<file path="config.mk">
export PLATFORM = sky130hd
export DESIGN_NAME = tdtc_timer
export DESIGN_NICKNAME = d
export VERILOG_FILES = /design/src/tdtc_timer.v /design/src/tdtc_tick_div.v /design/src/tdtc_slot.v
export VERILOG_INCLUDE_DIRS = /design/src
export SDC_FILE = /design/constraint.sdc
export NUM_CORES = 1
export LEC_CHECK = 0
export BUFFER_PORTS_ARGS = -buffer_cell sky130_fd_sc_hd__clkbuf_2
export CAP_MARGIN = 20
export CORE_ASPECT_RATIO = 0.9
export CORE_MARGIN = 3
export CORE_UTILIZATION = 67
export CTS_CLUSTER_SIZE = 14
export DETAILED_ROUTE_END_ITERATION = 10
export PLACE_DENSITY = 0.83
export SLEW_MARGIN = 20
export SYNTH_ARGS = -nofsm -noshare
export SYNTH_HDL_FRONTEND = slang
export SYNTH_SLANG_ARGS = --single-unit
</file>
<file path="constraint.sdc">
create_clock -name ref_clk_i -period 9.45 [get_ports ref_clk_i]
set_input_delay 0.945 -clock ref_clk_i [delete_from_list [all_inputs] [get_ports ref_clk_i]]
set_output_delay 0.945 -clock ref_clk_i [all_outputs]
set_load 0.01 [all_outputs]
</file>
<file path="src/tdtc_defs.vh">
// tdtc_defs.vh: offsets, field positions, reset values and timing counts
// assumes inclusion by bare name from every design file of the timer block
`ifndef TDTC_DEFS_VH
`define TDTC_DEFS_VH

// register word addresses (byte address / 4)
`define TDTC_ADDR_W         8
`define TDTC_OFF_CTRL       8'h00
`define TDTC_OFF_MODE       8'h01
`define TDTC_OFF_WIDTH      8'h02
`define TDTC_OFF_DIVEXP     8'h03
`define TDTC_OFF_STATUS     8'h04
`define TDTC_OFF_IRQ_STAT   8'h05
`define TDTC_OFF_IRQ_EN     8'h06
`define TDTC_OFF_IRQ_CLR    8'h07
`define TDTC_OFF_COUNT      8'h08
`define TDTC_OFF_SLOT0      8'h10

// control register bit positions (write-one task bits)
`define TDTC_CTRL_START     0
`define TDTC_CTRL_STOP      1
`define TDTC_CTRL_COUNT     2
`define TDTC_CTRL_CLEAR     3

// mode encoding
`define TDTC_MODE_TICK      1'b0
`define TDTC_MODE_EVENT     1'b1

// width select encoding
`define TDTC_WIDTH_16       2'd0
`define TDTC_WIDTH_8        2'd1
`define TDTC_WIDTH_24       2'd2
`define TDTC_WIDTH_32       2'd3

// reset values
`define TDTC_RST_MODE       1'b0
`define TDTC_RST_WIDTH      2'd0
`define TDTC_RST_DIVEXP     4'h0
`define TDTC_DIVEXP_MAX     4'h9

// start latency in cycles of the high speed clock
`define TDTC_START_DELAY    2

`endif

</file>
<file path="src/tdtc_timer.v">
// tdtc_timer.v: task driven up timer/counter with capture/compare slots
// assumes one 125 MHz clock; task inputs are one-cycle pulses on that clock
//
// What this block does
// tick and event modes, start and stop tasks
// counter only counts upward
// tick mode adds one per divided tick
// event mode counts count tasks, ignores divider
// count task ignored in tick mode
// width select sets highest counter value
// change divider and width only while halted
// overflow wraps to zero and keeps counting
// clear task forces counter to zero
// match only when increment hits slot value
// each slot has its own match event
// match compares only active width bits
// snapshot task copies counter into slot
// simultaneous start and stop leaves it halted
// clear, count, stop act within one cycle
// start may take more than one cycle
// tasks and matches are one-cycle pulses
// slots software writable, snapshot overrides write
//
// Our own choices: the placing of the registers and strobed register access.
`timescale 1ns/1ns
`include "tdtc_defs.vh"

module tdtc_timer #(
    parameter N_SLOTS     = 4,
    parameter START_DELAY = `TDTC_START_DELAY
) (
    input  wire                 ref_clk_i,
    input  wire                 arst_n_i,
    input  wire                 start_task_i,
    input  wire                 stop_task_i,
    input  wire                 count_task_i,
    input  wire                 clear_task_i,
    input  wire [N_SLOTS-1:0]   snap_task_i,
    input  wire [7:0]           addr_i,
    input  wire [31:0]          wr_data_i,
    input  wire                 wr_i,
    input  wire                 rd_i,
    output reg  [31:0]          rd_data_o,
    output reg  [N_SLOTS-1:0]   match_o,
    output reg                  running_o,
    output reg                  irq_o
);

    // state machine codes, one-hot
    localparam ST_IDLE  = 3'b001;
    localparam ST_ARM   = 3'b010;
    localparam ST_RUN   = 3'b100;

    reg  [2:0]          state_reg;
    reg  [2:0]          state_next;
    reg  [1:0]          arm_cnt_reg;
    reg                 mode_reg;
    reg  [1:0]          width_reg;
    reg  [3:0]          div_exp_reg;
    reg  [31:0]         count_reg;
    reg  [31:0]         count_next;
    reg  [N_SLOTS-1:0]  irq_stat_reg;
    reg  [N_SLOTS-1:0]  irq_en_reg;
    reg  [N_SLOTS-1:0]  irq_stat_next;
    reg  [N_SLOTS-1:0]  irq_en_next;
    reg  [31:0]         width_mask;
    reg                 inc;
    reg  [31:0]         rd_mux;
    wire                tick;
    wire [31:0]         inc_val;
    wire [N_SLOTS-1:0]  match_w;
    wire [N_SLOTS*32-1:0] slot_vals;
    wire                sw_start;
    wire                sw_stop;
    wire                sw_count;
    wire                sw_clear;
    wire                start_any;
    wire                stop_any;
    wire                count_any;
    wire                clear_any;
    wire                running;
    wire                ctrl_wr;
    wire                mode_wr;
    wire                width_wr;
    wire                divexp_wr;
    wire                irq_en_wr;
    wire                irq_clr_wr;
    integer             i;

    // one strobe per register so each process tests a single wire
    assign ctrl_wr    = wr_i && (addr_i == `TDTC_OFF_CTRL);
    assign mode_wr    = wr_i && (addr_i == `TDTC_OFF_MODE);
    assign width_wr   = wr_i && (addr_i == `TDTC_OFF_WIDTH);
    assign divexp_wr  = wr_i && (addr_i == `TDTC_OFF_DIVEXP);
    assign irq_en_wr  = wr_i && (addr_i == `TDTC_OFF_IRQ_EN);
    assign irq_clr_wr = wr_i && (addr_i == `TDTC_OFF_IRQ_CLR);

    // software task bits merge with the task pulse inputs
    assign sw_start  = ctrl_wr && wr_data_i[`TDTC_CTRL_START];
    assign sw_stop   = ctrl_wr && wr_data_i[`TDTC_CTRL_STOP];
    assign sw_count  = ctrl_wr && wr_data_i[`TDTC_CTRL_COUNT];
    assign sw_clear  = ctrl_wr && wr_data_i[`TDTC_CTRL_CLEAR];
    assign start_any = start_task_i | sw_start;
    assign stop_any  = stop_task_i | sw_stop;
    assign count_any = count_task_i | sw_count;
    assign clear_any = clear_task_i | sw_clear;
    assign running   = (state_reg == ST_RUN);

    // counting mode; software keeps it still while running
    always @(posedge ref_clk_i or negedge arst_n_i) begin
        if (!arst_n_i) begin
            mode_reg <= `TDTC_RST_MODE;
        end else if (mode_wr) begin
            mode_reg <= wr_data_i[0];
        end
    end

    // width select; software keeps it still while running
    always @(posedge ref_clk_i or negedge arst_n_i) begin
        if (!arst_n_i) begin
            width_reg <= `TDTC_RST_WIDTH;
        end else if (width_wr) begin
            width_reg <= wr_data_i[1:0];
        end
    end

    // divider exponent; values above the largest supported are clamped
    always @(posedge ref_clk_i or negedge arst_n_i) begin
        if (!arst_n_i) begin
            div_exp_reg <= `TDTC_RST_DIVEXP;
        end else if (divexp_wr) begin
            div_exp_reg <= (wr_data_i[3:0] > `TDTC_DIVEXP_MAX) ? `TDTC_DIVEXP_MAX : wr_data_i[3:0];
        end
    end

    // active low bits for the selected width
    always @* begin
        case (width_reg)
            `TDTC_WIDTH_8:  width_mask = 32'h0000_00ff;
            `TDTC_WIDTH_16: width_mask = 32'h0000_ffff;
            `TDTC_WIDTH_24: width_mask = 32'h00ff_ffff;
            `TDTC_WIDTH_32: width_mask = 32'hffff_ffff;
            default:        width_mask = 32'hffff_ffff;
        endcase
    end

    // run state: start waits out a short latency, stop wins at once
    always @* begin
        case (state_reg)
            ST_IDLE: begin
                if (start_any && !stop_any) begin
                    state_next = ST_ARM;
                end else begin
                    state_next = ST_IDLE;
                end
            end
            ST_ARM: begin
                if (stop_any) begin
                    state_next = ST_IDLE;
                end else if (arm_cnt_reg == 2'd0) begin
                    state_next = ST_RUN;
                end else begin
                    state_next = ST_ARM;
                end
            end
            ST_RUN: begin
                if (stop_any) begin
                    state_next = ST_IDLE;
                end else begin
                    state_next = ST_RUN;
                end
            end
            default: begin
                state_next = ST_IDLE;
            end
        endcase
    end

    // state register
    always @(posedge ref_clk_i or negedge arst_n_i) begin
        if (!arst_n_i) begin
            state_reg <= ST_IDLE;
        end else begin
            state_reg <= state_next;
        end
    end

    // arm countdown, reloaded whenever the machine is not arming
    always @(posedge ref_clk_i or negedge arst_n_i) begin
        if (!arst_n_i) begin
            arm_cnt_reg <= 2'd0;
        end else if (state_reg != ST_ARM) begin
            arm_cnt_reg <= START_DELAY[1:0] - 2'd1;
        end else if (arm_cnt_reg != 2'd0) begin
            arm_cnt_reg <= arm_cnt_reg - 2'd1;
        end
    end

    // divided tick for tick mode
    tdtc_tick_div #(
        .DIV_W (10)
    ) u_div (
        .ref_clk_i (ref_clk_i),
        .arst_n_i  (arst_n_i),
        .run_i     (running && (mode_reg == `TDTC_MODE_TICK)),
        .restart_i (clear_any),
        .div_exp_i (div_exp_reg),
        .tick_o    (tick)
    );

    // increment source depends on mode; stop in the same cycle blocks it
    always @* begin
        if (mode_reg == `TDTC_MODE_TICK) begin
            inc = running && !stop_any && tick;
        end else begin
            inc = running && !stop_any && count_any;
        end
    end

    // wrap inside the active width, upward only
    assign inc_val = (count_reg + 32'h0000_0001) & width_mask;

    // clear beats increment; both act at the next edge
    always @* begin
        if (clear_any) begin
            count_next = 32'h0000_0000;
        end else if (inc) begin
            count_next = inc_val;
        end else begin
            count_next = count_reg;
        end
    end

    always @(posedge ref_clk_i or negedge arst_n_i) begin
        if (!arst_n_i) begin
            count_reg <= 32'h0000_0000;
        end else begin
            count_reg <= count_next;
        end
    end

    // one slot per capture/compare value
    genvar g;
    generate
        for (g = 0; g < N_SLOTS; g = g + 1) begin : g_slot
            tdtc_slot u_slot (
                .ref_clk_i    (ref_clk_i),
                .arst_n_i     (arst_n_i),
                .wr_i         (wr_i && (addr_i == (`TDTC_OFF_SLOT0 + g))),
                .wr_data_i    (wr_data_i),
                .snap_i       (snap_task_i[g]),
                .count_i      (count_reg),
                .inc_i        (inc && !clear_any),
                .next_count_i (inc_val),
                .width_mask_i (width_mask),
                .value_o      (slot_vals[g*32 +: 32]),
                .match_o      (match_w[g])
            );
        end
    endgenerate

    // next interrupt enable, written as one word
    always @* begin
        if (irq_en_wr) begin
            irq_en_next = wr_data_i[N_SLOTS-1:0];
        end else begin
            irq_en_next = irq_en_reg;
        end
    end

    // next sticky status; a new event beats a clear in the same cycle
    always @* begin
        if (irq_clr_wr) begin
            irq_stat_next = (irq_stat_reg & ~wr_data_i[N_SLOTS-1:0]) | match_w;
        end else begin
            irq_stat_next = irq_stat_reg | match_w;
        end
    end

    // match events leave as one-cycle pulses
    always @(posedge ref_clk_i or negedge arst_n_i) begin
        if (!arst_n_i) begin
            match_o <= {N_SLOTS{1'b0}};
        end else begin
            match_o <= match_w;
        end
    end

    // running flag is registered from the next state, so it tracks the state register
    always @(posedge ref_clk_i or negedge arst_n_i) begin
        if (!arst_n_i) begin
            running_o <= 1'b0;
        end else begin
            running_o <= (state_next == ST_RUN);
        end
    end

    // status, enable and interrupt move together, so no lag on a clear
    always @(posedge ref_clk_i or negedge arst_n_i) begin
        if (!arst_n_i) begin
            irq_stat_reg <= {N_SLOTS{1'b0}};
            irq_en_reg   <= {N_SLOTS{1'b0}};
            irq_o        <= 1'b0;
        end else begin
            irq_stat_reg <= irq_stat_next;
            irq_en_reg   <= irq_en_next;
            irq_o        <= |(irq_stat_next & irq_en_next);
        end
    end

    // read mux; unmapped addresses read zero
    always @* begin
        rd_mux = 32'h0000_0000;
        case (addr_i)
            `TDTC_OFF_MODE:     rd_mux[0] = mode_reg;
            `TDTC_OFF_WIDTH:    rd_mux[1:0] = width_reg;
            `TDTC_OFF_DIVEXP:   rd_mux[3:0] = div_exp_reg;
            `TDTC_OFF_STATUS:   rd_mux[0] = running;
            `TDTC_OFF_IRQ_STAT: rd_mux[N_SLOTS-1:0] = irq_stat_reg;
            `TDTC_OFF_IRQ_EN:   rd_mux[N_SLOTS-1:0] = irq_en_reg;
            `TDTC_OFF_COUNT:    rd_mux = count_reg;
            default: begin
                for (i = 0; i < N_SLOTS; i = i + 1) begin
                    if (addr_i == (`TDTC_OFF_SLOT0 + i)) begin
                        rd_mux = slot_vals[i*32 +: 32];
                    end
                end
            end
        endcase
    end

    // read data stands one cycle after the strobe only
    always @(posedge ref_clk_i or negedge arst_n_i) begin
        if (!arst_n_i) begin
            rd_data_o <= 32'h0000_0000;
        end else if (rd_i) begin
            rd_data_o <= rd_mux;
        end else begin
            rd_data_o <= 32'h0000_0000;
        end
    end

endmodule

</file>
<file path="src/tdtc_tick_div.v">
// tdtc_tick_div.v: power-of-two tick divider for the timer
// assumes one clock; divider exponent held stable while the timer runs
`timescale 1ns/1ns
`include "tdtc_defs.vh"

module tdtc_tick_div #(
    parameter DIV_W = 10
) (
    input  wire       ref_clk_i,
    input  wire       arst_n_i,
    input  wire       run_i,
    input  wire       restart_i,
    input  wire [3:0] div_exp_i,
    output reg        tick_o
);

    reg  [DIV_W-1:0] cnt_reg;
    wire [DIV_W-1:0] mask;

    // low bits selected by the exponent must all be one to tick
    assign mask = ~({DIV_W{1'b1}} << div_exp_i);

    // free count while running, one-cycle tick each 2^exp clocks
    always @(posedge ref_clk_i or negedge arst_n_i) begin
        if (!arst_n_i) begin
            cnt_reg <= {DIV_W{1'b0}};
            tick_o  <= 1'b0;
        end else if (restart_i || !run_i) begin
            cnt_reg <= {DIV_W{1'b0}};
            tick_o  <= 1'b0;
        end else begin
            cnt_reg <= cnt_reg + {{(DIV_W-1){1'b0}}, 1'b1};
            tick_o  <= ((cnt_reg & mask) == mask);
        end
    end

endmodule

</file>
<file path="src/tdtc_slot.v">
// tdtc_slot.v: one capture/compare slot with its match event
// assumes counter and width mask come from the same clock domain
`timescale 1ns/1ns
`include "tdtc_defs.vh"

module tdtc_slot (
    input  wire        ref_clk_i,
    input  wire        arst_n_i,
    input  wire        wr_i,
    input  wire [31:0] wr_data_i,
    input  wire        snap_i,
    input  wire [31:0] count_i,
    input  wire        inc_i,
    input  wire [31:0] next_count_i,
    input  wire [31:0] width_mask_i,
    output reg  [31:0] value_o,
    output reg         match_o
);

    // snapshot wins over a software write in the same cycle
    always @(posedge ref_clk_i or negedge arst_n_i) begin
        if (!arst_n_i) begin
            value_o <= 32'h0000_0000;
        end else if (snap_i) begin
            value_o <= count_i;
        end else if (wr_i) begin
            value_o <= wr_data_i;
        end
    end

    // match only on an increment, only on the active low bits
    always @(posedge ref_clk_i or negedge arst_n_i) begin
        if (!arst_n_i) begin
            match_o <= 1'b0;
        end else begin
            match_o <= inc_i && ((next_count_i & width_mask_i) == (value_o & width_mask_i));
        end
    end

endmodule

</file>
## After elaboration in Yosys (flattened, before gate mapping)

Cells that the tools add are included.

- Logic and storage cells: 145
- Flip-flop bits (word level): 233
- Bits of input ports: 52

- Reduce and logical (&&, ||, !) cells: 42
- Eq/ne operators: 25
- Bitwise logic cells: 18
- Mux-type cells: 33
- Shift-type cells: 1
- Add/sub/neg operators: 3
- $lt $le $gt $ge: 1

Operators with widths:

| operator | number |
|---|---|
| 2-to-1 mux 32 bit | 15 |
| AND 32 bit | 6 |
| == test 32 bit | 4 |
| case mux 32 bit (4 select lines) | 1 |
| case mux 28 bit (2 select lines) | 1 |
| adder 32 x 1 -> 32 bit, second input constant | 1 |
| == test 8 x 3 -> 1 bit, second input constant | 4 |
| == test 8 x 5 -> 1 bit, second input constant | 4 |
| logical AND 1 bit | 24 |
| == test 8 x 2 -> 1 bit, second input constant | 2 |
| nonzero test 2 bit | 7 |
| 2-to-1 mux 4 bit | 3 |
| adder 10 x 1 -> 10 bit, second input constant | 1 |
| AND 10 bit | 1 |
| == test 10 bit | 1 |
| 2-to-1 mux 10 bit | 1 |
| NOT 10 bit | 1 |
| case mux 2 bit (5 select lines) | 1 |
| left shift 10 x 4 -> 10 bit, first input constant | 1 |
| 2-to-1 mux 3 bit | 3 |
| case mux 3 bit (3 select lines) | 1 |
| AND 4 bit | 2 |
| == test 8 x 1 -> 1 bit, second input constant | 1 |
| == test 8 x 4 -> 1 bit, second input constant | 1 |
| 24 further kinds | 36 |

## Longest topological paths before layout

Gate-level depths: netlist of the first run.

- Word-level depth: 10
- Depth in mapped cells: 11
- Mapped depth without buffers: 9

## Modules after synthesis

A second synthesis of the first run with hierarchy kept.

- Cell total of the unflattened synthesis: 1,431
- Area total of the unflattened synthesis: 13,900.8 um^2

By module, submodules not included:

| module | seq. area each (um^2) | times used | area each (um^2) | cells an instance |
|---|---|---|---|---|
| tdtc_slot | 825.8 | 4 | 1,926.8 | 193 |
| tdtc_timer | 2,253.4 | 1 | 5,591.6 | 595 |
| tdtc_tick_div | 275.3 | 1 | 601.8 | 64 |

## Worst setup path after synthesis of the first run

Ideal clock, no wire load.

- Kind: in2reg
- From: input addr_i[5]
- To: register g_slot[2].u_slot.match_o
- Data required time: 9.339 ns
- Stages: 7
- Slack: 6.171 ns
- Path buffers: 0
- Setup time: 0.111 ns
- Arrival: 3.168 ns
- Path through: nor4_1 > nand4_1 > a211o_1 > nor2_1 > nand4_1 > or4_1 > a2111oi_2

- Word-level cells in the longest chain between the ends: 10

Ends and longest elaborated chain:

| what | RTL line | source |
|---|---|---|
| from (decl) | tdtc_timer.v:39 | `input wire [7:0] addr_i,` |
| logical NOT 8 bit (no line) * | n/a |  |
| logical AND 1 bit * | tdtc_timer.v:91 | `` assign ctrl_wr = wr_i && (addr_i == `TDTC_OFF_CTRL); `` |
| logical AND 1 bit | tdtc_timer.v:100 | `` assign sw_stop = ctrl_wr && wr_data_i[`TDTC_CTRL_STOP]; `` |
| OR 1 bit | tdtc_timer.v:104 | `assign stop_any = stop_task_i \| sw_stop;` |
| logical NOT 1 bit | tdtc_timer.v:214, tdtc_timer.v:216 |  |
| logical AND 1 bit | tdtc_timer.v:214, tdtc_timer.v:216 |  |
| logical AND 1 bit, on equally long branches | tdtc_timer.v:214, tdtc_timer.v:216 |  |
| 2-to-1 mux 1 bit | tdtc_timer.v:213 | `` if (mode_reg == `TDTC_MODE_TICK) begin `` |
| logical AND 1 bit * | tdtc_timer.v:253 | `.inc_i (inc && !clear_any),` |
| logical AND 1 bit * | tdtc_slot.v:36 | `match_o <= inc_i && ((next_count_i & width_mask_i) == (value_o & width_mask_i));` |
| to (signal assigned) | tdtc_slot.v:36 |  |
| to (decl) | tdtc_slot.v:17 | `output reg match_o` |

Mark *: on every way between the ends. The rest lies on a longest branch, timed or not.
A chain may end at the register's enable or synchronous reset.

## Worst setup path after layout of the first run

- From: register count_reg[0]
- To: register g_slot[2].u_slot.match_o

- Word-level cells in the longest chain between the ends: 5

Ends and longest elaborated chain:

| what | RTL line | source |
|---|---|---|
| from (decl) | tdtc_timer.v:60 | `reg [31:0] count_reg;` |
| from (signal assigned) | tdtc_timer.v:238 | `count_reg <= count_next;` |
| adder 32 x 1 -> 32 bit | tdtc_timer.v:221 | `assign inc_val = (count_reg + 32'h0000_0001) & width_mask;` |
| AND 32 bit | tdtc_timer.v:221 |  |
| AND 32 bit | tdtc_slot.v:36 |  |
| == test 32 bit | tdtc_slot.v:36 |  |
| logical AND 1 bit | tdtc_slot.v:36 |  |

Every way passes these cells.

==> impl_metrics.env, run 1 <==
export IMPL_ys_flop_type="dfrtp_1"
export IMPL_reg2regPathDepth=8
export IMPL_synth_seq_cells=233
export IMPL_grt_max_degree=94
export IMPL_gp_congestion=1.01
export IMPL_cts_setup_buffers=0
export IMPL_dp_hpwl_um=31800
export IMPL_rows=50
export IMPL_synth_seq_area_share_pct=39.7
export IMPL_synthesis_nets=1696
export IMPL_io_pin_count=90
export IMPL_fin_worst_skew_ns=0.0207
export IMPL_grt_pass1_vias=13000
export IMPL_final_net_count=1697
export IMPL_tns_ns=0
export IMPL_cp_data_required_time_ns=9.87
export IMPL_register_area_sq_um=5830
export IMPL_combPwrFrac_pct=12.0
export IMPL_async_flop_share_pct=100
export IMPL_outcome="finished clean"
export IMPL_yosys_warnings=0
export IMPL_postPlaceCellArea_sq_um=15200
export IMPL_r2r_end="g_slot[2].u_slot.match_o"
export IMPL_ys_types=80
export IMPL_cts_buffer_depth=3
export IMPL_die_y_um=147
export IMPL_power_leakage_nw=6.79
export IMPL_cts_resized=0
export IMPL_grt_pass1_wl_um=73700
export IMPL_crit_arrival_ns=4.39
export IMPL_power_w=0.00235
export IMPL_syn2layout_area_growth_pct=8.72
export IMPL_vias=13500
export IMPL_power_density_nw_per_um2=147
export IMPL_critical_path_startpoint_type="flop"
export IMPL_hold_path_class="input port to asynchronous set/reset pin"
export IMPL_drt_total_wl_um=47100
export IMPL_p_sw_share_pct=27.3
export IMPL_crit_fanout=14
export IMPL_track_usage_pct=39.1
export IMPL_cts_tree="built"
export IMPL_clock_sinks=233
export IMPL_max_freq_mhz=252
export IMPL_core_area_sq_um=21100
export IMPL_antenna_cells=0
export IMPL_syn_area_sq_um=14700
export IMPL_synth_avg_cell_area_sq_um=8.96
export IMPL_vdd_ir_drop_max_uv=155
export IMPL_drive_gt1_share_pct=12.3
export IMPL_clock_latency_ns=0.53
export IMPL_synth_cells=1641
export IMPL_tightest_slew_ns=1.10
export IMPL_p_sw_w=0.000643
export IMPL_r2r_start="count_reg[0]"
export IMPL_grt_overflow_total=0
export IMPL_pwr_share_clk_pct=40.6
export IMPL_fillCellCount=1557
export IMPL_cts_buffers_inserted=24
export IMPL_slew_violations=0
export IMPL_path_class="flop to flop"
export IMPL_ant_nets=0
export IMPL_dieArea_sq_um=23800
export IMPL_cts_root_buf="clkbuf_16"
export IMPL_clk_pin_slew_ns=0.07
export IMPL_ff2ff_setup_slack_ns=5.48
export IMPL_drt_initial_drc_count=1735
export IMPL_cts_hold_buf=0
export IMPL_finalInstanceArea_sq_um=16000
export IMPL_multi_input_area_sq_um=8310
export IMPL_crit_path_end_kind="flop"
export IMPL_firstDrtPassIters=6
export IMPL_timing_hold_violations_final=0
export IMPL_cellInternalPower_w=0.00171
export IMPL_synth_edf_count=0
export IMPL_place_ws_ns=5.21
export IMPL_largest_reg_flops=128
export IMPL_viasPerCell=6.97
export IMPL_seqPwrFrac_pct=47.4
export IMPL_setup_viol=0
export IMPL_route_detailed_drc=0
export IMPL_cap_viol_max_count=0
export IMPL_finalCritPeriodShare_pct=42.0
export IMPL_layout_setup_ws_ns=5.48
export IMPL_min_period_ns=3.97
export IMPL_antenna_found_initial=0
export IMPL_htree_num_levels=1
export IMPL_timing_slew_headroom_pct=26.5
export IMPL_wl_per_cell_um=24.2
export IMPL_place_port_buffers=89
export IMPL_die_x_um=162
export IMPL_initial_core_util_pct=69.5
export IMPL_rsz0062_at_grt="no"
layout by cell type (no fill, tap or decap), drive strengths merged, types with 4 or more instances in the layout:
| cell type | count |
|---|---|
| nand4 | 25 |
| o31a | 4 |
| mux2 | 9 |
| clkinv | 5 |
| xnor3 | 7 |
| dfrtp | 232 |
| clkbuf | 122 |
| nor2b | 18 |
| and3 | 11 |
| nand2b | 10 |
| a221oi | 7 |
| o21ai | 202 |
| a22oi | 38 |
| xnor2 | 76 |
| a2111oi | 7 |
| xor2 | 34 |
| o22ai | 9 |
| nand3b | 7 |
| a211oi | 13 |
| a21oi | 58 |
| nor3b | 7 |
| mux4 | 14 |
| a21o | 9 |
| inv | 17 |
| nor3 | 26 |
| and2 | 7 |
| nor2 | 97 |
| mux2i | 147 |
| buf | 25 |
| or3 | 8 |
| nand3 | 36 |
| nand2 | 242 |
| a21boi | 22 |
| and4 | 9 |
| o211ai | 10 |
| nor4 | 15 |
| o221ai | 5 |
| or4 | 6 |
| a31oi | 11 |
layout make-up:
| class | instances | share of cell area [%] |
|---|---|---|
| Multi-Input combinational cell | 1253 | 52.0 |
| Sequential cell | 233 | 36.5 |
| Clock buffer | 34 | 4.50 |
| Timing Repair Buffer | 113 | 3.98 |
| Tap cell | 286 | 2.24 |
| Inverter | 17 | 0.399 |
| Clock inverter | 7 | 0.392 |
synthesized netlist by cell type, types with 10 or more instances:
master,instances,area [sq um]
a211oi_1,13,97.6
o211ai_1,10,75.1
buf_2,16,80.1
nand2b_1,10,62.6
nor2_1,95,357
xor2_1,34,298
nand4_1,22,138
o21ai_0,198,991
nor4_1,11,68.8
nand3_1,35,175
a21oi_1,58,290
mux2i_1,147,1470
mux4_2,14,315
clkbuf_1,111,417
a22oi_1,38,285
and3_1,11,68.8
nor2b_1,18,113
a31oi_1,11,68.8
xnor2_1,76,666
a21boi_0,21,158
inv_1,17,63.8
dfrtp_1,232,5810
nand2_1,242,908
nor3_1,26,130
critical path: stages, from the launching register on:
cell       delay, ns
dfrtp_1         0.72
ha_1            0.45
nand4_1         0.16
or4_1           0.76
o31a_1          0.39
o21ai_1         0.40
o22ai_1         0.14
or4_1           0.50
a2111oi_2       0.34
power groups by stage:
stage / Combinational, W / Clock (W) / Sequential, W
after floorplan: 0.000181 / 0 / 0.00110
after global placement: 0.000268 / 0 / 0.00113
after detailed placement: 0.000275 / 0 / 0.00113
after CTS: 0.000277 / 0.000958 / 0.00111
after global routing: 0.000304 / 0.000993 / 0.00112
final: 0.000282 / 0.000957 / 0.00112
cells by family (layout without fill, tap and decap cells):
family / count (synthesis) / in the layout / synth area share, %
compound gates: 427 / 427 / 17.9
xor+xnor: 117 / 117 / 7.63
fa+ha+maj: 3 / 3 / 0.255
buf+inv: 155 / 171 / 4.25
flops: 233 / 233 / 39.7
mux: 170 / 170 / 12.8
simple gates: 536 / 536 / 17.5
layer usage:
layer / vias to the layer above / share of wire, % / track usage, %
li1: 5882 / - / -
met1: 6576 / 39 / 54.2
met2: 906 / 45 / 61.2
met3: 177 / 12 / 8.37
met4: 0 / 4.0 / 13.7
met5: - / 0 / 0
stage by stage:
step / std cells / hold slack (ns) / utilization (%)
finish: 1943 / 0.455 / 75.6
global route: 1943 / 0.464 / 75.6
CTS: 1943 / 0.456 / 75.6
detailed placement: 1902 / 0.435 / 71.9
global placement: 1902 / 0.444 / 71.9
floorplan: 1641 / 0.355 / -
worst max-delay path by stage:
stage | startpoint | to | slack (ns)
floorplan | addr_i[5] | g_slot[2].u_slot.match_o | 6.17
global placement | addr_i[1] | g_slot[2].u_slot.match_o | 5.41
detailed placement | addr_i[5] | g_slot[2].u_slot.match_o | 5.21
CTS | count_reg[0] | g_slot[2].u_slot.match_o | 5.56
global route | count_reg[0] | g_slot[2].u_slot.match_o | 5.27
finish | count_reg[0] | g_slot[2].u_slot.match_o | 5.48
Note: power is estimated with default switching activity, not from simulation.
==> run 2: changes to the inputs <==
--- a/config.mk
+++ b/config.mk
@@ -10,10 +10,10 @@
 export CAP_MARGIN = 20
 export CORE_ASPECT_RATIO = 0.9
 export CORE_MARGIN = 3
-export CORE_UTILIZATION = 67
+export CORE_UTILIZATION = 56
 export CTS_CLUSTER_SIZE = 14
 export DETAILED_ROUTE_END_ITERATION = 10
-export PLACE_DENSITY = 0.83
+export PLACE_DENSITY = 0.73
 export SLEW_MARGIN = 20
 export SYNTH_ARGS = -nofsm -noshare
 export SYNTH_HDL_FRONTEND = slang
==> constraint.sdc (replaced) <==
create_clock -name ref_clk_i -period 3.4 [get_ports ref_clk_i]
set_input_delay 0.34 -clock ref_clk_i [delete_from_list [all_inputs] [get_ports ref_clk_i]]
set_output_delay 0.34 -clock ref_clk_i [all_outputs]
set_load 0.01 [all_outputs]
==> impl_metrics.env, run 2 (synthesized netlist as in run 1, its figures left out) <==
export IMPL_drive_gt1_share_pct=16.3
export IMPL_fillCellCount=2107
export IMPL_grt_pass1_vias=12800
export IMPL_path_class="flop to flop"
export IMPL_grt_pass1_wl_um=76600
export IMPL_power_density_nw_per_um2=414
export IMPL_rsz0062_at_grt="no"
export IMPL_rows=55
export IMPL_clk_pin_slew_ns=0.07
export IMPL_power_w=0.00694
export IMPL_cts_buffer_depth=3
export IMPL_die_y_um=160
export IMPL_final_common_cell="nand2_1"
export IMPL_viasPerCell=6.46
export IMPL_clock_sinks=233
export IMPL_dieArea_sq_um=28200
export IMPL_outcome="finished clean"
export IMPL_largest_reg_flops=128
export IMPL_antenna_found_initial=0
export IMPL_vias=13400
export IMPL_route_detailed_drc=0
export IMPL_tns_ns=0
export IMPL_ant_nets=0
export IMPL_place_inst=2022
export IMPL_grt_max_degree=81
export IMPL_finalCritPeriodShare_pct=93.4
export IMPL_io_pin_count=90
export IMPL_dp_hpwl_um=34400
export IMPL_cts_root_buf="clkbuf_16"
export IMPL_clock_latency_ns=0.54
export IMPL_max_freq_mhz=315
export IMPL_tightest_slew_ns=1.07
export IMPL_hold_path_class="input port to flop"
export IMPL_crit_path_end_kind="flop"
export IMPL_min_period_ns=3.18
export IMPL_drt_total_wl_um=49400
export IMPL_timing_slew_headroom_pct=28.3
export IMPL_grt_overflow_total=0
export IMPL_antenna_cells=0
export IMPL_cp_data_required_time_ns=3.83
export IMPL_drt_initial_drc_count=1313
export IMPL_gp_congestion=1.06
export IMPL_core_area_sq_um=25500
export IMPL_syn2layout_area_growth_pct=14.0
export IMPL_layout_setup_ws_ns=0.223
export IMPL_cap_viol_max_count=0
export IMPL_cts_tree="built"
export IMPL_track_usage_pct=34.5
export IMPL_crit_fanout=14
export IMPL_timing_hold_violations_final=0
export IMPL_final_net_count=1764
export IMPL_critical_path_startpoint_type="flop"
export IMPL_crit_arrival_ns=3.61
export IMPL_slew_violations=0
export IMPL_cts_buffers_inserted=26
export IMPL_fin_worst_skew_ns=0.0109
export IMPL_setup_viol=0
export IMPL_vdd_ir_drop_max_uv=381
export IMPL_die_x_um=177
export IMPL_htree_num_levels=1
export IMPL_final_cell_mix="nand2_1 (242), dfrtp_1 (232), o21ai_0 (198)"
export IMPL_firstDrtPassIters=5
export IMPL_power_leakage_nw=7.19
export IMPL_fin_cells=2071
export IMPL_place_ws_ns=-0.105
export IMPL_cts_setup_buffers=0
export IMPL_wl_per_cell_um=23.8
export IMPL_initial_core_util_pct=57.7
export IMPL_place_port_buffers=89
run 2: timing repair:
item                       4_1_cts  5_1_grt
hold buffers                     1        0
setup endpoints to repair        1        4
hold endpoints to repair        76        0
gates resized for setup          1        7
run 2: through the flow:
step | hold slack [ns] | cell area [sq um] | util [%]
2_1_floorplan | 0.0444 | 14700 | -
3_3_place_gp | 0.390 | 15800 | 62.0
3_5_place_dp | 0.387 | 15800 | 62.0
4_1_cts | 0.125 | 16700 | 65.7
5_1_grt | 0.143 | 16800 | 65.8
6_report | 0.138 | 16800 | 65.8
run 2: worst paths after layout:
check | slack (ns) | end | depth (start not counted) | startpoint
setup / recovery | 0.22 | g_slot[0].u_slot.match_o | 9 | count_reg[2]
hold / removal | 0.14 | g_slot[2].u_slot.value_o[4] | 3 | wr_data_i[4]
setup reg to reg | 0.22 | g_slot[0].u_slot.match_o | 9 | count_reg[2]
hold reg to reg | 0.49 | match_o[1] | 0 | g_slot[1].u_slot.match_o
max in group asynchronous | 2.16 | state_reg[0] | 3 | arst_n_i
min in group asynchronous | 0.40 | g_slot[2].u_slot.value_o[4] | 2 | arst_n_i
run 2: final cells by class:
type                            count  area, sq um  area share (%)
Timing Repair Buffer              178         1180            7.02
Clock buffer                       36          769            4.59
Multi-Input combinational cell   1253         8340            49.8
Tap cell                          342          428            2.55
Inverter                           17         63.8           0.381
Clock inverter                     12          149           0.888
Sequential cell                   233         5830            34.8
run 2: layer usage:
metal / GRT usage [%] / up-vias / part of all wire, %
li1: - / 6017 / -
met1: 50.0 / 6541 / 43
met2: 53.6 / 693 / 45
met3: 6.16 / 121 / 8.7
met4: 9.32 / 0 / 3.0
met5: 0 / - / 0
run 2: where the power goes:
part	internal, W	switching (W)	total, W
Sequential	0.00290	0.000190	0.00309
Combinational	0.000332	0.000482	0.000814
Clock	0.00181	0.00123	0.00304
Total	0.00504	0.00190	0.00694
run 2: worst max-delay path, cell delays in order (launching register included):
cell and delay (ns):
dfrtp_1 0.46, buf_4 0.25, and3_1 0.35, nand3_1 0.20, xnor2_1 0.25, o211ai_1 0.12, or4_1 0.60, a311oi_1 0.28
o2111ai_1 0.19, nor4b_1 0.35
==> run 3: changes to the inputs <==
--- a/config.mk
+++ b/config.mk
@@ -10,10 +10,10 @@
 export CAP_MARGIN = 20
 export CORE_ASPECT_RATIO = 0.9
 export CORE_MARGIN = 3
-export CORE_UTILIZATION = 56
+export CORE_UTILIZATION = 50
 export CTS_CLUSTER_SIZE = 14
 export DETAILED_ROUTE_END_ITERATION = 10
-export PLACE_DENSITY = 0.73
+export PLACE_DENSITY = 0.66
 export SLEW_MARGIN = 20
 export SYNTH_ARGS = -nofsm -noshare
 export SYNTH_HDL_FRONTEND = slang
==> impl_metrics.env, run 3 (synthesized netlist as in run 1, its figures left out) <==
export IMPL_crit_fanout=8
export IMPL_grt_max_degree=92
export IMPL_track_usage_pct=30.9
export IMPL_outcome="finished clean"
export IMPL_path_delay_family="simple AND/OR/NAND/NOR gates"
export IMPL_largest_reg_flops=128
export IMPL_max_freq_mhz=309
export IMPL_syn2layout_area_growth_pct=14.9
export IMPL_die_x_um=187
export IMPL_final_cell_mix="nand2_1 (242), dfrtp_1 (232), o21ai_0 (198)"
export IMPL_register_area_sq_um=5830
export IMPL_timing_hold_violations_final=0
export IMPL_seqPwrFrac_pct=43.8
export IMPL_slew_violations=0
export IMPL_postPlaceCellArea_sq_um=15800
export IMPL_power_leakage_nw=7.25
export IMPL_cts_tree="built"
export IMPL_fillCellCount=2543
export IMPL_crit_arrival_ns=3.68
export IMPL_viasPerCell=6.19
export IMPL_clk_pin_slew_ns=0.08
export IMPL_place_port_buffers=89
export IMPL_grt_pass1_vias=12700
export IMPL_drt_initial_drc_count=1300
export IMPL_fin_worst_skew_ns=0.0307
export IMPL_vias=13100
export IMPL_hold_path_class="input port to flop"
export IMPL_gp_congestion=1.01
export IMPL_grt_pass1_wl_um=76400
export IMPL_power_density_nw_per_um2=418
export IMPL_wl_per_cell_um=23.1
export IMPL_tightest_slew_ns=0.989
export IMPL_slowest_delay_ns=0.76
export IMPL_core_area_sq_um=28400
export IMPL_final_net_count=1768
export IMPL_die_y_um=169
export IMPL_io_pin_count=90
export IMPL_multi_input_area_sq_um=8360
export IMPL_antenna_cells=0
export IMPL_p_sw_share_pct=27.0
export IMPL_finalInstanceArea_sq_um=16900
export IMPL_path_class="flop to flop"
export IMPL_grt_overflow_total=0
export IMPL_route_detailed_drc=0
export IMPL_cp_data_required_time_ns=3.84
export IMPL_vdd_ir_drop_max_uv=352
export IMPL_clock_latency_ns=0.57
export IMPL_final_common_cell="nand2_1"
export IMPL_cellInternalPower_w=0.00515
export IMPL_initial_core_util_pct=51.7
export IMPL_power_w=0.00706
export IMPL_cap_viol_max_count=0
export IMPL_antenna_found_initial=2
export IMPL_cpMaxStageDelayCell="or4_1"
export IMPL_cts_root_buf="clkbuf_16"
export IMPL_rsz0062_at_grt="no"
export IMPL_min_period_ns=3.24
export IMPL_dp_hpwl_um=34700
export IMPL_dieArea_sq_um=31500
export IMPL_tns_ns=0
export IMPL_pwr_share_clk_pct=44.8
export IMPL_timing_slew_headroom_pct=33.9
export IMPL_cp_cell_sequence="nand4_1, or4_1, o31a_1, nor2_2, xor2_1, o22ai_1, or4_1, a2111oi_2"
export IMPL_crit_top_cell="or4_1"
export IMPL_fin_cells=2123
export IMPL_path_buf_inv=0
export IMPL_setup_viol=0
export IMPL_critical_path_startpoint_type="flop"
export IMPL_rows=58
export IMPL_combPwrFrac_pct=11.3
export IMPL_drt_total_wl_um=49000
export IMPL_clock_sinks=233
export IMPL_p_sw_w=0.00191
export IMPL_crit_path_end_kind="flop"
export IMPL_drive_gt1_share_pct=16.6
export IMPL_cts_buffers_inserted=26
export IMPL_cts_buffer_depth=3
export IMPL_htree_num_levels=1
export IMPL_finalCritPeriodShare_pct=95.3
export IMPL_place_inst=2072
export IMPL_ant_nets=0
export IMPL_firstDrtPassIters=6
[run 3: per-layer routing]
layer / share of wire (%) / global-route usage [%]
met1: 44 / 44.4
met2: 45 / 48.2
met3: 8.6 / 5.36
met4: 2.8 / 9.20
met5: 0 / 0
[run 3: timing repair]
item	in CTS	in global routing
resized for setup	0	10
setup buffers	0	2
setup endpoints to repair	0	4
hold buffers	1	0
endpoints found under the hold margin	88	0
[run 3: worst min-delay path: cells and delay by family]
kind | cells | cell delay, ns
AOI/OAI and AO/OA | 1 | 0.13
muxes | 1 | 0.06
buffers and inverters | 1 | 0.11
[run 3: layout make-up]
type	instances	area share, %
multi-input cells	1253	49.5
flip-flops and latches	233	34.5
repair buffers	182	7.00
clock buffers	36	4.68
well taps	390	2.89
clock inverters	12	1.00
inverters	17	0.378
[run 3: final timing paths]
kind                            depth (start not counted)        startpoint  slack, ns                      endpoint
worst min register to register                          1  u_div.cnt_reg[0]       0.51              u_div.cnt_reg[0]
worst max register to register                          8      count_reg[4]       0.16      g_slot[2].u_slot.match_o
worst min-delay path                                    3     wr_data_i[15]       0.12  g_slot[2].u_slot.value_o[15]
max in group asynchronous                               3          arst_n_i       2.12  g_slot[3].u_slot.value_o[23]
min in group asynchronous                               2          arst_n_i       0.41                  rd_data_o[6]
worst max-delay path                                    8      count_reg[4]       0.16      g_slot[2].u_slot.match_o
[run 3: power by group through the flow]
stage	sequential [W]	combinational, W	clock (W)
floorplan	0.00306	0.000504	0
CTS	0.00309	0.000796	0.00320
finish	0.00309	0.000801	0.00317
global placement	0.00313	0.000780	0
detailed placement	0.00314	0.000792	0
global route	0.00311	0.000876	0.00330
[run 3: through the flow]
stage                     worst slack [ns]  hold slack [ns]  utilization [%]
after floorplan                      0.341           0.0444                -
after global placement               0.227            0.408             55.7
after detailed placement             0.201            0.407             55.7
after CTS                            0.178            0.106             59.1
after global routing                0.0312            0.142             59.3
final                                0.159            0.121             59.3
